<file path="src/design/cmpl_map.vh">
// register map, field positions, reset values and timing counts
// assumes a 40 MHz system clock
`ifndef CMPL_MAP_VH
`define CMPL_MAP_VH

// byte addresses
`define CMPL_CTRL_A_BASE 8'h00
`define CMPL_EDGE_BASE 8'h20
`define CMPL_FLAG_ADDR 8'h40
`define CMPL_MIRROR_ADDR 8'h44
`define CMPL_NCHAN 6

// comparator_control_a fields
`define CMPL_A_ON 7
`define CMPL_A_RESULT 6
`define CMPL_A_INVERT 4
`define CMPL_A_FILTER 3
`define CMPL_A_SPEED 2
`define CMPL_A_HYST 1
`define CMPL_A_SYNC 0

// comparator_edge_control fields
`define CMPL_E_RISE 1
`define CMPL_E_FALL 0

// reset values
`define CMPL_A_RESET 8'h04
`define CMPL_E_RESET 8'h00

// glitch hold time and its count of clock cycles
`define CMPL_CLK_NS 25
`define CMPL_FILT_NS 20
`define CMPL_FILT_CYC (((`CMPL_FILT_NS / `CMPL_CLK_NS) < 1) ? 1 : \
  (`CMPL_FILT_NS / `CMPL_CLK_NS))

// answers on the register bus
`define CMPL_RESP_OKAY 2'h0
`define CMPL_RESP_SLVERR 2'h2

`endif

</file>
<file path="src/design/cmpl_top.v">
// six comparator channels behind an AXI4-Lite register slave
// assumes analog outputs and timer clocks are asynchronous to clk
`timescale 1ns/100ps
`include "cmpl_map.vh"

module cmpl_top (
  // clock and reset
  input wire clk,
  input wire nrst,
  // write address channel
  input wire [7:0] s_axi_awaddr,
  input wire s_axi_awvalid,
  output wire s_axi_awready,
  // write data channel
  input wire [31:0] s_axi_wdata,
  input wire [3:0] s_axi_wstrb,
  input wire s_axi_wvalid,
  output wire s_axi_wready,
  // write response channel
  output reg [1:0] s_axi_bresp,
  output reg s_axi_bvalid,
  input wire s_axi_bready,
  // read address channel
  input wire [7:0] s_axi_araddr,
  input wire s_axi_arvalid,
  output wire s_axi_arready,
  // read data channel
  output reg [31:0] s_axi_rdata,
  output reg [1:0] s_axi_rresp,
  output reg s_axi_rvalid,
  input wire s_axi_rready,
  // analog comparator cores
  input wire [5:0] cmp_raw,
  output reg [5:0] cmp_on,
  output reg [5:0] input_separation_enable,
  output reg [5:0] speed_power_select,
  // gate timer side
  input wire tmr_src_clk,
  input wire tmr_pre_clk,
  input wire tmr_pre_sel,
  output wire [5:0] cmp_gate_out,
  // flags toward the interrupt controller
  output reg [5:0] cmp_irq_flag
);

  reg [5:0] output_invert;
  reg [5:0] glitch_hold_filter_enable;
  reg [5:0] sync_enable;
  reg [5:0] rise_edge_irq_enable;
  reg [5:0] fall_edge_irq_enable;
  wire [5:0] channel_result;
  wire [5:0] edge_evt;
  localparam [7:0] A_RST = `CMPL_A_RESET;
  localparam [7:0] E_RST = `CMPL_E_RESET;

  // write channel holding
  reg aw_held;
  reg w_held;
  reg [7:0] wr_addr;
  reg [7:0] wr_data;
  reg wr_lane0;
  wire wr_go;
  wire [2:0] wr_idx;
  reg wr_ctrl;
  reg wr_edge;
  reg wr_flag;
  reg wr_ok;

  // read decode
  wire [2:0] rd_idx;
  reg [7:0] rd_val;
  reg rd_ok;

  // timer clock synchronisers
  reg src_s1;
  reg src_s2;
  reg pre_s1;
  reg pre_s2;
  reg sel_s1;
  reg sel_s2;
  reg tclk_last;
  wire tclk;
  wire tmr_fall;

  assign s_axi_awready = ~aw_held;
  assign s_axi_wready = ~w_held;
  assign s_axi_arready = ~s_axi_rvalid;
  assign wr_go = aw_held & w_held & ~s_axi_bvalid;
  assign wr_idx = wr_addr[4:2];
  assign rd_idx = s_axi_araddr[4:2];

  always @(posedge clk or negedge nrst)
  begin
    if (!nrst)
    begin
      aw_held <= 1'b0;
      w_held <= 1'b0;
      wr_addr <= 8'h00;
      wr_data <= 8'h00;
      wr_lane0 <= 1'b0;
      s_axi_bvalid <= 1'b0;
      s_axi_bresp <= `CMPL_RESP_OKAY;
    end
    else
    begin
      if (s_axi_awvalid && !aw_held)
      begin
        aw_held <= 1'b1;
        wr_addr <= s_axi_awaddr;
      end
      if (s_axi_wvalid && !w_held)
      begin
        w_held <= 1'b1;
        wr_data <= s_axi_wdata[7:0];
        wr_lane0 <= s_axi_wstrb[0];
      end
      if (wr_go)
      begin
        aw_held <= 1'b0;
        w_held <= 1'b0;
        s_axi_bvalid <= 1'b1;
        s_axi_bresp <= wr_ok ? `CMPL_RESP_OKAY : `CMPL_RESP_SLVERR;
      end
      else if (s_axi_bvalid && s_axi_bready)
        s_axi_bvalid <= 1'b0;
    end
  end

  // write decode
  always @*
  begin
    wr_ctrl = 1'b0;
    wr_edge = 1'b0;
    wr_flag = 1'b0;
    wr_ok = 1'b1;
    if (wr_addr[1:0] != 2'h0)
      wr_ok = 1'b0;
    else if (wr_addr[7:5] == `CMPL_CTRL_A_BASE >> 5 &&
             wr_idx < `CMPL_NCHAN)
      wr_ctrl = 1'b1;
    else if (wr_addr[7:5] == `CMPL_EDGE_BASE >> 5 &&
             wr_idx < `CMPL_NCHAN)
      wr_edge = 1'b1;
    else if (wr_addr == `CMPL_FLAG_ADDR)
      wr_flag = 1'b1;
    else if (wr_addr == `CMPL_MIRROR_ADDR)
      wr_ok = 1'b1;
    else
      wr_ok = 1'b0;
  end

  // per-channel registers and datapath
  genvar i;
  generate
    for (i = 0; i < `CMPL_NCHAN; i = i + 1)
    begin : g_chan
      always @(posedge clk or negedge nrst)
      begin
        if (!nrst)
        begin
          cmp_on[i] <= A_RST[`CMPL_A_ON];
          output_invert[i] <= A_RST[`CMPL_A_INVERT];
          glitch_hold_filter_enable[i] <= A_RST[`CMPL_A_FILTER];
          speed_power_select[i] <= A_RST[`CMPL_A_SPEED];
          input_separation_enable[i] <= A_RST[`CMPL_A_HYST];
          sync_enable[i] <= A_RST[`CMPL_A_SYNC];
        end
        else if (wr_go && wr_lane0 && wr_ctrl && wr_idx == i)
        begin
          cmp_on[i] <= wr_data[`CMPL_A_ON];
          output_invert[i] <= wr_data[`CMPL_A_INVERT];
          glitch_hold_filter_enable[i] <= wr_data[`CMPL_A_FILTER];
          speed_power_select[i] <= wr_data[`CMPL_A_SPEED];
          input_separation_enable[i] <= wr_data[`CMPL_A_HYST];
          sync_enable[i] <= wr_data[`CMPL_A_SYNC];
        end
      end

      always @(posedge clk or negedge nrst)
      begin
        if (!nrst)
        begin
          rise_edge_irq_enable[i] <= E_RST[`CMPL_E_RISE];
          fall_edge_irq_enable[i] <= E_RST[`CMPL_E_FALL];
        end
        else if (wr_go && wr_lane0 && wr_edge && wr_idx == i)
        begin
          rise_edge_irq_enable[i] <= wr_data[`CMPL_E_RISE];
          fall_edge_irq_enable[i] <= wr_data[`CMPL_E_FALL];
        end
      end

      // an edge in the clearing cycle keeps the flag set
      always @(posedge clk or negedge nrst)
      begin
        if (!nrst)
          cmp_irq_flag[i] <= 1'b0;
        else if (edge_evt[i])
          cmp_irq_flag[i] <= 1'b1;
        else if (wr_go && wr_lane0 && wr_flag && wr_data[i])
          cmp_irq_flag[i] <= 1'b0;
      end

      cmpl_chan u_chan (
        .clk(clk),
        .nrst(nrst),
        .raw_in(cmp_raw[i]),
        .on(cmp_on[i]),
        .invert(output_invert[i]),
        .filt_en(glitch_hold_filter_enable[i]),
        .sync_en(sync_enable[i]),
        .rise_en(rise_edge_irq_enable[i]),
        .fall_en(fall_edge_irq_enable[i]),
        .tmr_fall(tmr_fall),
        .result(channel_result[i]),
        .gate_out(cmp_gate_out[i]),
        .edge_evt(edge_evt[i])
      );
    end
  endgenerate

  // timer clock: pick prescaled or raw, then find falling edges
  always @(posedge clk or negedge nrst)
  begin
    if (!nrst)
    begin
      src_s1 <= 1'b0;
      src_s2 <= 1'b0;
      pre_s1 <= 1'b0;
      pre_s2 <= 1'b0;
      sel_s1 <= 1'b0;
      sel_s2 <= 1'b0;
      tclk_last <= 1'b0;
    end
    else
    begin
      src_s1 <= tmr_src_clk;
      src_s2 <= src_s1;
      pre_s1 <= tmr_pre_clk;
      pre_s2 <= pre_s1;
      sel_s1 <= tmr_pre_sel;
      sel_s2 <= sel_s1;
      tclk_last <= tclk;
    end
  end

  assign tclk = sel_s2 ? pre_s2 : src_s2;
  assign tmr_fall = tclk_last & ~tclk;

  // read decode
  always @*
  begin
    rd_val = 8'h00;
    rd_ok = 1'b1;
    if (s_axi_araddr[1:0] != 2'h0)
      rd_ok = 1'b0;
    else if (s_axi_araddr[7:5] == `CMPL_CTRL_A_BASE >> 5 &&
             rd_idx < `CMPL_NCHAN)
    begin
      rd_val[`CMPL_A_ON] = cmp_on[rd_idx];
      rd_val[`CMPL_A_RESULT] = channel_result[rd_idx];
      rd_val[`CMPL_A_INVERT] = output_invert[rd_idx];
      rd_val[`CMPL_A_FILTER] = glitch_hold_filter_enable[rd_idx];
      rd_val[`CMPL_A_SPEED] = speed_power_select[rd_idx];
      rd_val[`CMPL_A_HYST] = input_separation_enable[rd_idx];
      rd_val[`CMPL_A_SYNC] = sync_enable[rd_idx];
    end
    else if (s_axi_araddr[7:5] == `CMPL_EDGE_BASE >> 5 &&
             rd_idx < `CMPL_NCHAN)
    begin
      rd_val[`CMPL_E_RISE] = rise_edge_irq_enable[rd_idx];
      rd_val[`CMPL_E_FALL] = fall_edge_irq_enable[rd_idx];
    end
    else if (s_axi_araddr == `CMPL_FLAG_ADDR)
      rd_val = {2'h0, cmp_irq_flag};
    else if (s_axi_araddr == `CMPL_MIRROR_ADDR)
      rd_val = {2'h0, channel_result};
    else
      rd_ok = 1'b0;
  end

  always @(posedge clk or negedge nrst)
  begin
    if (!nrst)
    begin
      s_axi_rvalid <= 1'b0;
      s_axi_rdata <= 32'h00000000;
      s_axi_rresp <= `CMPL_RESP_OKAY;
    end
    else if (s_axi_arvalid && !s_axi_rvalid)
    begin
      s_axi_rvalid <= 1'b1;
      s_axi_rdata <= {24'h000000, rd_val};
      s_axi_rresp <= rd_ok ? `CMPL_RESP_OKAY : `CMPL_RESP_SLVERR;
    end
    else if (s_axi_rvalid && s_axi_rready)
      s_axi_rvalid <= 1'b0;
  end
endmodule

</file>
<file path="src/design/cmpl_chan.v">
// one comparator channel: polarity, glitch hold filter, timer-aligned
// latch and edge detection; assumes raw_in is asynchronous to clk and
// tmr_fall is a one-cycle pulse already in the clk domain
`timescale 1ns/100ps
`include "cmpl_map.vh"

module cmpl_chan (
  // clock and reset
  input wire clk,
  input wire nrst,
  // analog core
  input wire raw_in,
  // controls
  input wire on,
  input wire invert,
  input wire filt_en,
  input wire sync_en,
  input wire rise_en,
  input wire fall_en,
  input wire tmr_fall,
  // results
  output reg result,
  output wire gate_out,
  output wire edge_evt
);

  localparam integer HOLD_INT = `CMPL_FILT_CYC;
  localparam [3:0] HOLD_CYC = HOLD_INT[3:0];

  reg raw_s1;
  reg raw_s2;
  reg prev;
  reg aligned;
  reg [3:0] hold;
  wire cand;

  always @(posedge clk or negedge nrst)
  begin
    if (!nrst)
    begin
      raw_s1 <= 1'b0;
      raw_s2 <= 1'b0;
    end
    else
    begin
      raw_s1 <= raw_in;
      raw_s2 <= raw_s1;
    end
  end

  // a disabled core reads low, so toggling invert still moves it
  assign cand = (on & raw_s2) ^ invert;

  // result sampled once per clock; reversal blocked while hold runs
  always @(posedge clk or negedge nrst)
  begin
    if (!nrst)
    begin
      result <= 1'b0;
      hold <= 4'h0;
    end
    else if (filt_en && hold != 4'h0)
    begin
      hold <= hold - 4'h1;
    end
    else
    begin
      result <= cand;
      if (cand != result)
        hold <= HOLD_CYC;
      else
        hold <= 4'h0;
    end
  end

  // edges of the post-polarity result
  always @(posedge clk or negedge nrst)
  begin
    if (!nrst)
      prev <= 1'b0;
    else
      prev <= result;
  end

  assign edge_evt = (rise_en & result & ~prev) |
                    (fall_en & ~result & prev);

  // timer-aligned copy changes only at timer clock falls
  always @(posedge clk or negedge nrst)
  begin
    if (!nrst)
      aligned <= 1'b0;
    else if (tmr_fall)
      aligned <= result;
  end

  // unaligned path follows the core with no clocked stage
  assign gate_out = sync_en ? aligned : ((on & raw_in) ^ invert);
endmodule

</file>
<file path="config.mk">
export PLATFORM = sky130hd
export DESIGN_NAME = cmpl_top
export DESIGN_NICKNAME = d
export VERILOG_FILES = /design/src/design/cmpl_top.v /design/src/design/cmpl_chan.v
export VERILOG_INCLUDE_DIRS = /design/src /design/src/design
export SDC_FILE = /design/constraint.sdc
export NUM_CORES = 1
export LEC_CHECK = 0
export BUFFER_PORTS_ARGS = -buffer_cell sky130_fd_sc_hd__buf_2
export CAP_MARGIN = 20
export CELL_PAD_IN_SITES_DETAIL_PLACEMENT = 2
export CELL_PAD_IN_SITES_GLOBAL_PLACEMENT = 2
export CORE_MARGIN = 1.5
export CORE_UTILIZATION = 39
export CTS_CLUSTER_DIAMETER = 120
export DETAILED_ROUTE_END_ITERATION = 8
export PLACE_DENSITY = 0.9
export RECOVER_POWER = 50
export SLEW_MARGIN = 20
export SYNTH_ARGS = -nofsm -noshare
export SYNTH_HDL_FRONTEND = slang
export SYNTH_SLANG_ARGS = --single-unit
</file>
<file path="constraint.sdc">
create_clock -name clk -period 4.24 [get_ports clk]
set_input_delay 0.636 -clock clk [delete_from_list [all_inputs] [get_ports clk]]
set_output_delay 0.636 -clock clk [all_outputs]
set_load 0.01 [all_outputs]
</file>
After elaboration in Yosys (flattened, before gate mapping)
Cells that the tools add are included.
W data, S select, Z words.
{"block": "totals", "regBits": 148, "latch_bits": 0, "ram_bits": 0, "romBits": 0, "input_bits": 68, "output_inout_bits": 71, "word_cells": 354, "n_memories": 0}
{"block": "classes", "addsub": 6, "multipliers": 0, "div_mod_pow": 0, "n_lt_le_gt_ge": 3, "n_eq_ne": 17, "shift": 0, "n_mux": 86, "n_bitwise": 74, "reduce_logical": 61}
{"operator": "$mux W1", "n": 62}
{"operator": "$and A1 B1 Y1", "n": 39}
{"operator": "$logic_and A1 B1 Y1", "n": 37}
{"operator": "$eq A8 B7 Y1 const B", "n": 4}
{"operator": "$mux W4", "n": 7}
{"operator": "$bmux W1 S3", "n": 9}
{"operator": "$reduce_bool A2 Y1", "n": 12}
{"operator": "$reduce_bool A4 Y1", "n": 6}
{"operator": "$sub A4 B1 Y4 const B", "n": 6}
{"operator": "$not A1 Y1", "n": 17}
{"operator": "$mux W6", "n": 2}
{"operator": "$xor A1 B1 Y1", "n": 12}
{"operator": "$eq A3 B1 Y1 const B", "n": 3}
{"operator": "$logic_not A3 Y1", "n": 3}
{"operator": "$mux W2", "n": 4}
{"operator": "$mux W8", "n": 1}
{"operator": "$eq A3 B2 Y1 const B", "n": 2}
{"operator": "$eq A3 B3 Y1 const B", "n": 2}
{"operator": "$lt A3 B3 Y1 const B", "n": 2}
{"operator": "$ne A1 B1 Y1", "n": 6}
{"operator": "$or A1 B1 Y1", "n": 6}
{"operator": "$mux W5", "n": 1}
{"operator": "$lt A3 B4 Y1 const B", "n": 1}
{"operator": "$logic_not A1 Y1", "n": 3}

Logic depth before layout (Yosys ltp)
{"block": "logic_depth", "word_depth": 9, "mapped_depth": 6, "mapped_depth_nobuf": 5}

Hierarchy
From an unflattened synthesis, not the netlist that was laid out.
{"block": "hier_totals", "hier_cells": 546, "area_unflattened_um2": 6842.8}
{"mod": "cmpl_top", "n_inst": 1, "cells_each": 336, "area_each_um2": 4297.9, "seq_area_each_um2": 2284.7}
{"mod": "cmpl_chan", "n_inst": 6, "cells_each": 35, "area_each_um2": 424.2, "seq_area_each_um2": 225.2}

Worst setup path after synthesis
No wires, ideal clock.
{"block": "synth_timing", "path_type": "input port to flip-flop", "start": "input port s_axi_araddr[2]", "end": "register s_axi_rdata[0]", "arrival_ns": 1.729, "t_required_ns": 4.115, "path_slack_ns": 2.386, "stages": 5, "path_buffers": 1, "path_cell_list": "buf_6 mux4_2 a221o_1 o21ai_0 o31ai_1"}
{"block": "synth_between", "elab_chain_cells": 6}
{"element": "from (decl)", "line": "cmpl_top.v:24", "text": "input wire [7:0] s_axi_araddr,"}
{"element": "$eq A8 B7 Y1 (no source line)"}
{"element": "$mux W6", "line": "cmpl_top.v:276", "text": "else if (s_axi_araddr == `CMPL_MIRROR_ADDR)"}
{"element": "$mux W6", "line": "cmpl_top.v:274", "text": "else if (s_axi_araddr == `CMPL_FLAG_ADDR)"}
{"element": "$mux W2", "line": "cmpl_top.v:268", "text": "else if (s_axi_araddr[7:5] == `CMPL_EDGE_BASE >> 5 &&"}
{"element": "$mux W5 *", "line": "cmpl_top.v:257", "text": "else if (s_axi_araddr[7:5] == `CMPL_CTRL_A_BASE >> 5 &&"}
{"element": "$mux W8 *", "line": "cmpl_top.v:255", "text": "if (s_axi_araddr[1:0] != 2'h0)"}
{"element": "to (signal assigned)", "line": "cmpl_top.v:293", "text": "s_axi_rdata <= {24'h000000, rd_val};"}
{"element": "to (decl)", "line": "cmpl_top.v:28", "text": "output reg [31:0] s_axi_rdata,"}
Every way passes the cells marked *; elsewhere a longest branch is shown, timed or not. The select of a mux whose other input is x is not followed.
A chain may end at the register's enable or synchronous reset.

==> flow_summary.ini <==
[grt]
overflow = 0
grt_usage_pct = 24.5
grt_max_degree = 90
grt_pass1_vias = 5507
antenna_found_initial = 3
grt_pass1_wl_um = 32900

[run_status]
violations = capacitance limit, slew limit
run_status = finished with violations

[die]
die_x_um = 136
fp.coreArea_um2 = 17300
die-area_um2 = 18500
rows = 48
die_height_um = 136
start_util_pct = 39.8
ios = 139

[detailed_routing]
drc = 0
totalWireLength_um = 21000
drtAntennaViolNets = 0
num_vias = 4786
wl_per_cell_um = 23.7
drtPass1Iterations = 4
drt_iter0_markers = 170
routed_via_density = 5.38

[critical_path]
cp_max_fo = 89
critPathCapture = fall_edge_irq_enable[1]
cp_top_family = buffers and inverters
crit_path_start = nrst
slowest_stage = clkbuf_2
regToRegStartpoint = s_axi_bvalid
r2r-end = output_invert[0]
end_kind = asynchronous set/reset pin
cp_slowest_stage_delay_ps = 1560
ff2ff_setup_slack_ps = 2240
cp_num_buf_inv = 2
crit_path_start_kind = primary input
crit_chain = clkbuf_2, buf_4
r2r_cells = 4
arrival_ps = 2940
path_depth = 2
required_ps = 4810
crit_type = primary input to asynchronous set/reset pin

[pwr]
vdd_drop_max_v = 0.000300
total_power_uw = 4470
power_per_cell_area_nw_per_um2 = 561
power.leakage_uw = 0.00383

[layout]
n_fill_cell = 1734
fin_cells = 889
synthToLayoutAreaGrowth_pct = 15.6
layout.nets = 728
drive_gt1_share_pct = 32.1
utilization_pct = 46.0

[cts]
hold_buffers = 0
postCtsSetupBuffers = 0
cts_made_buffers = 17
clk_latency_ps = 440
cts_resized = 0
cts_buffer_depth = 2
cts_tree = yes
clk_pin_slew_ps = 60
cts_htree_levels = 4
cts_root_buffer = clkbuf_16
clock_sinks = 145

[sta]
finalCriticalPeriod_ps = 2370
final-setup-viol-count = 0
slew_violations = 90
whs_ps = 305
finalHoldViolCount = 0
tns_ps = 0
worst_pin_slew_ps = 2300
fmax_mhz = 422
slew_headroom_pct = -53.3
skew_ps = 8.09
rsz0062_at_grt = no
finalCritPeriodShare_pct = 55.9

[hold_path]
hold_path_depth = 1
hp-class = primary input to flop

[placed_design]
dp_hpwl_um = 14300
placed_cells = 854
portBuffers = 84
place_congestion = 0.860

[synth]
yosys_most_used_dff = dfrtp_1
synth_edf_count = 0
yosysUniqueCellTypes = 50
syn_area_per_cell_um2 = 12.1
netlist_area_um2 = 6890
synth-async-reset-ratio_pct = 100
ys_ff_latch = 145
synth_cells = 571
ys_seq_area_share_pct = 52.8
ys_warn_count = 0

[run]
maxCapViolCount = 1
-- worst min-delay path by stage --
stage,from,end
after CTS,tmr_pre_clk,pre_s1
after floorplan,g_chan[0].u_chan.raw_s1,g_chan[0].u_chan.raw_s2
after global routing,tmr_pre_sel,sel_s1
final,tmr_pre_clk,pre_s1
after detailed placement,sel_s1,sel_s2
after global placement,g_chan[2].u_chan.raw_s1,g_chan[2].u_chan.raw_s2
-- state kept, by name (all words and copies together) (netlist names), 7 cells and up --
register / flops
g_chan.u_chan.hold: 24
s_axi_rdata: 8
wr_addr: 8
wr_data: 7
-- cell families after synthesis --
| logic type | share of synthesized area, % |
|---|---|
| muxes | 18.0 |
| and+or+nand+nor | 10.7 |
| xor gates and xnor gates | 3.82 |
| AOI/OAI and AO/OA | 5.67 |
| DFF | 52.8 |
| buffers and inverters | 6.79 |
| other | 0.0545 |
| adders and majority gates | 2.18 |
-- stage by stage --
step                setup slack (ps)  area [um2]
floorplan                       2390        6980
global placement                1700        7330
detailed placement              1560        7330
CTS                             1960        7970
global route                    1540        7960
finish                          1870        7960
-- report_power, final --
| part | total (uW) | internal [uW] | switching, uW | leakage, uW |
|---|---|---|---|---|
| Combinational | 848 | 384 | 464 | 0.00163 |
| Clock | 1640 | 991 | 647 | 0.000292 |
| Sequential | 1980 | 1610 | 371 | 0.00191 |
| Total | 4470 | 2990 | 1480 | 0.00383 |
-- cells in the final DEF, fill, tap and decap left out, types with 5 or more instances in the layout --
cell type,n
a21oi_1,5
buf_2,79
clkbuf_16,17
clkinvlp_4,5
conb_1,26
dfrtp_1,139
dfstp_2,6
ha_1,12
inv_1,25
mux2_2,69
mux2_4,6
mux2i_1,20
mux4_2,7
nand2_1,54
nand2b_1,7
nand3b_1,6
nor2_1,39
nor3_1,11
o211ai_1,7
o21ai_0,29
xnor2_1,24
xor2_1,6
-- synth_stat cells (all sizes together), types with 5 or more instances --
library cell,number,area (um2)
nand2,54,203
mux4,7,158
nand3b,6,45.0
inv,25,93.8
o211ai,7,52.6
nor3,13,87.6
nand2b,7,43.8
xnor2,24,210
mux2,76,878
dfstp,6,158
xor2,6,52.6
buf,47,352
clkbuf,6,22.5
o21ai,29,145
dfrtp,139,3480
a21oi,5,25.0
mux2i,20,200
nor2,41,169
ha,12,150
-- cell type report --
type / instances / area [um2] / share of cell area [%]
antenna: 3 / 7.51 / 0.0943
clock buffer: 17 / 425 / 5.34
clock inverter: 15 / 210 / 2.64
inverter: 25 / 93.8 / 1.18
multi-input combinational: 373 / 2880 / 36.1
sequential: 145 / 3640 / 45.7
tap: 225 / 282 / 3.54
timing repair buffer: 86 / 430 / 5.41
-- worst reg2reg max path, stage by stage, from the launching register on --
cell and delay [ps]:
dfrtp_1 390, and3b_1 420, nand4_4 220, nor3_4 450, mux2_2 410
-- routing by layer --
layer	track usage (%)	part of all wire, %	up-vias
met1	29.0	40	2504
met4	12.4	3.6	0
li1	-	-	2059
met2	41.7	52	170
met5	0	0	-
met3	5.93	4.9	53
Power figures use the tool's default switching activity.
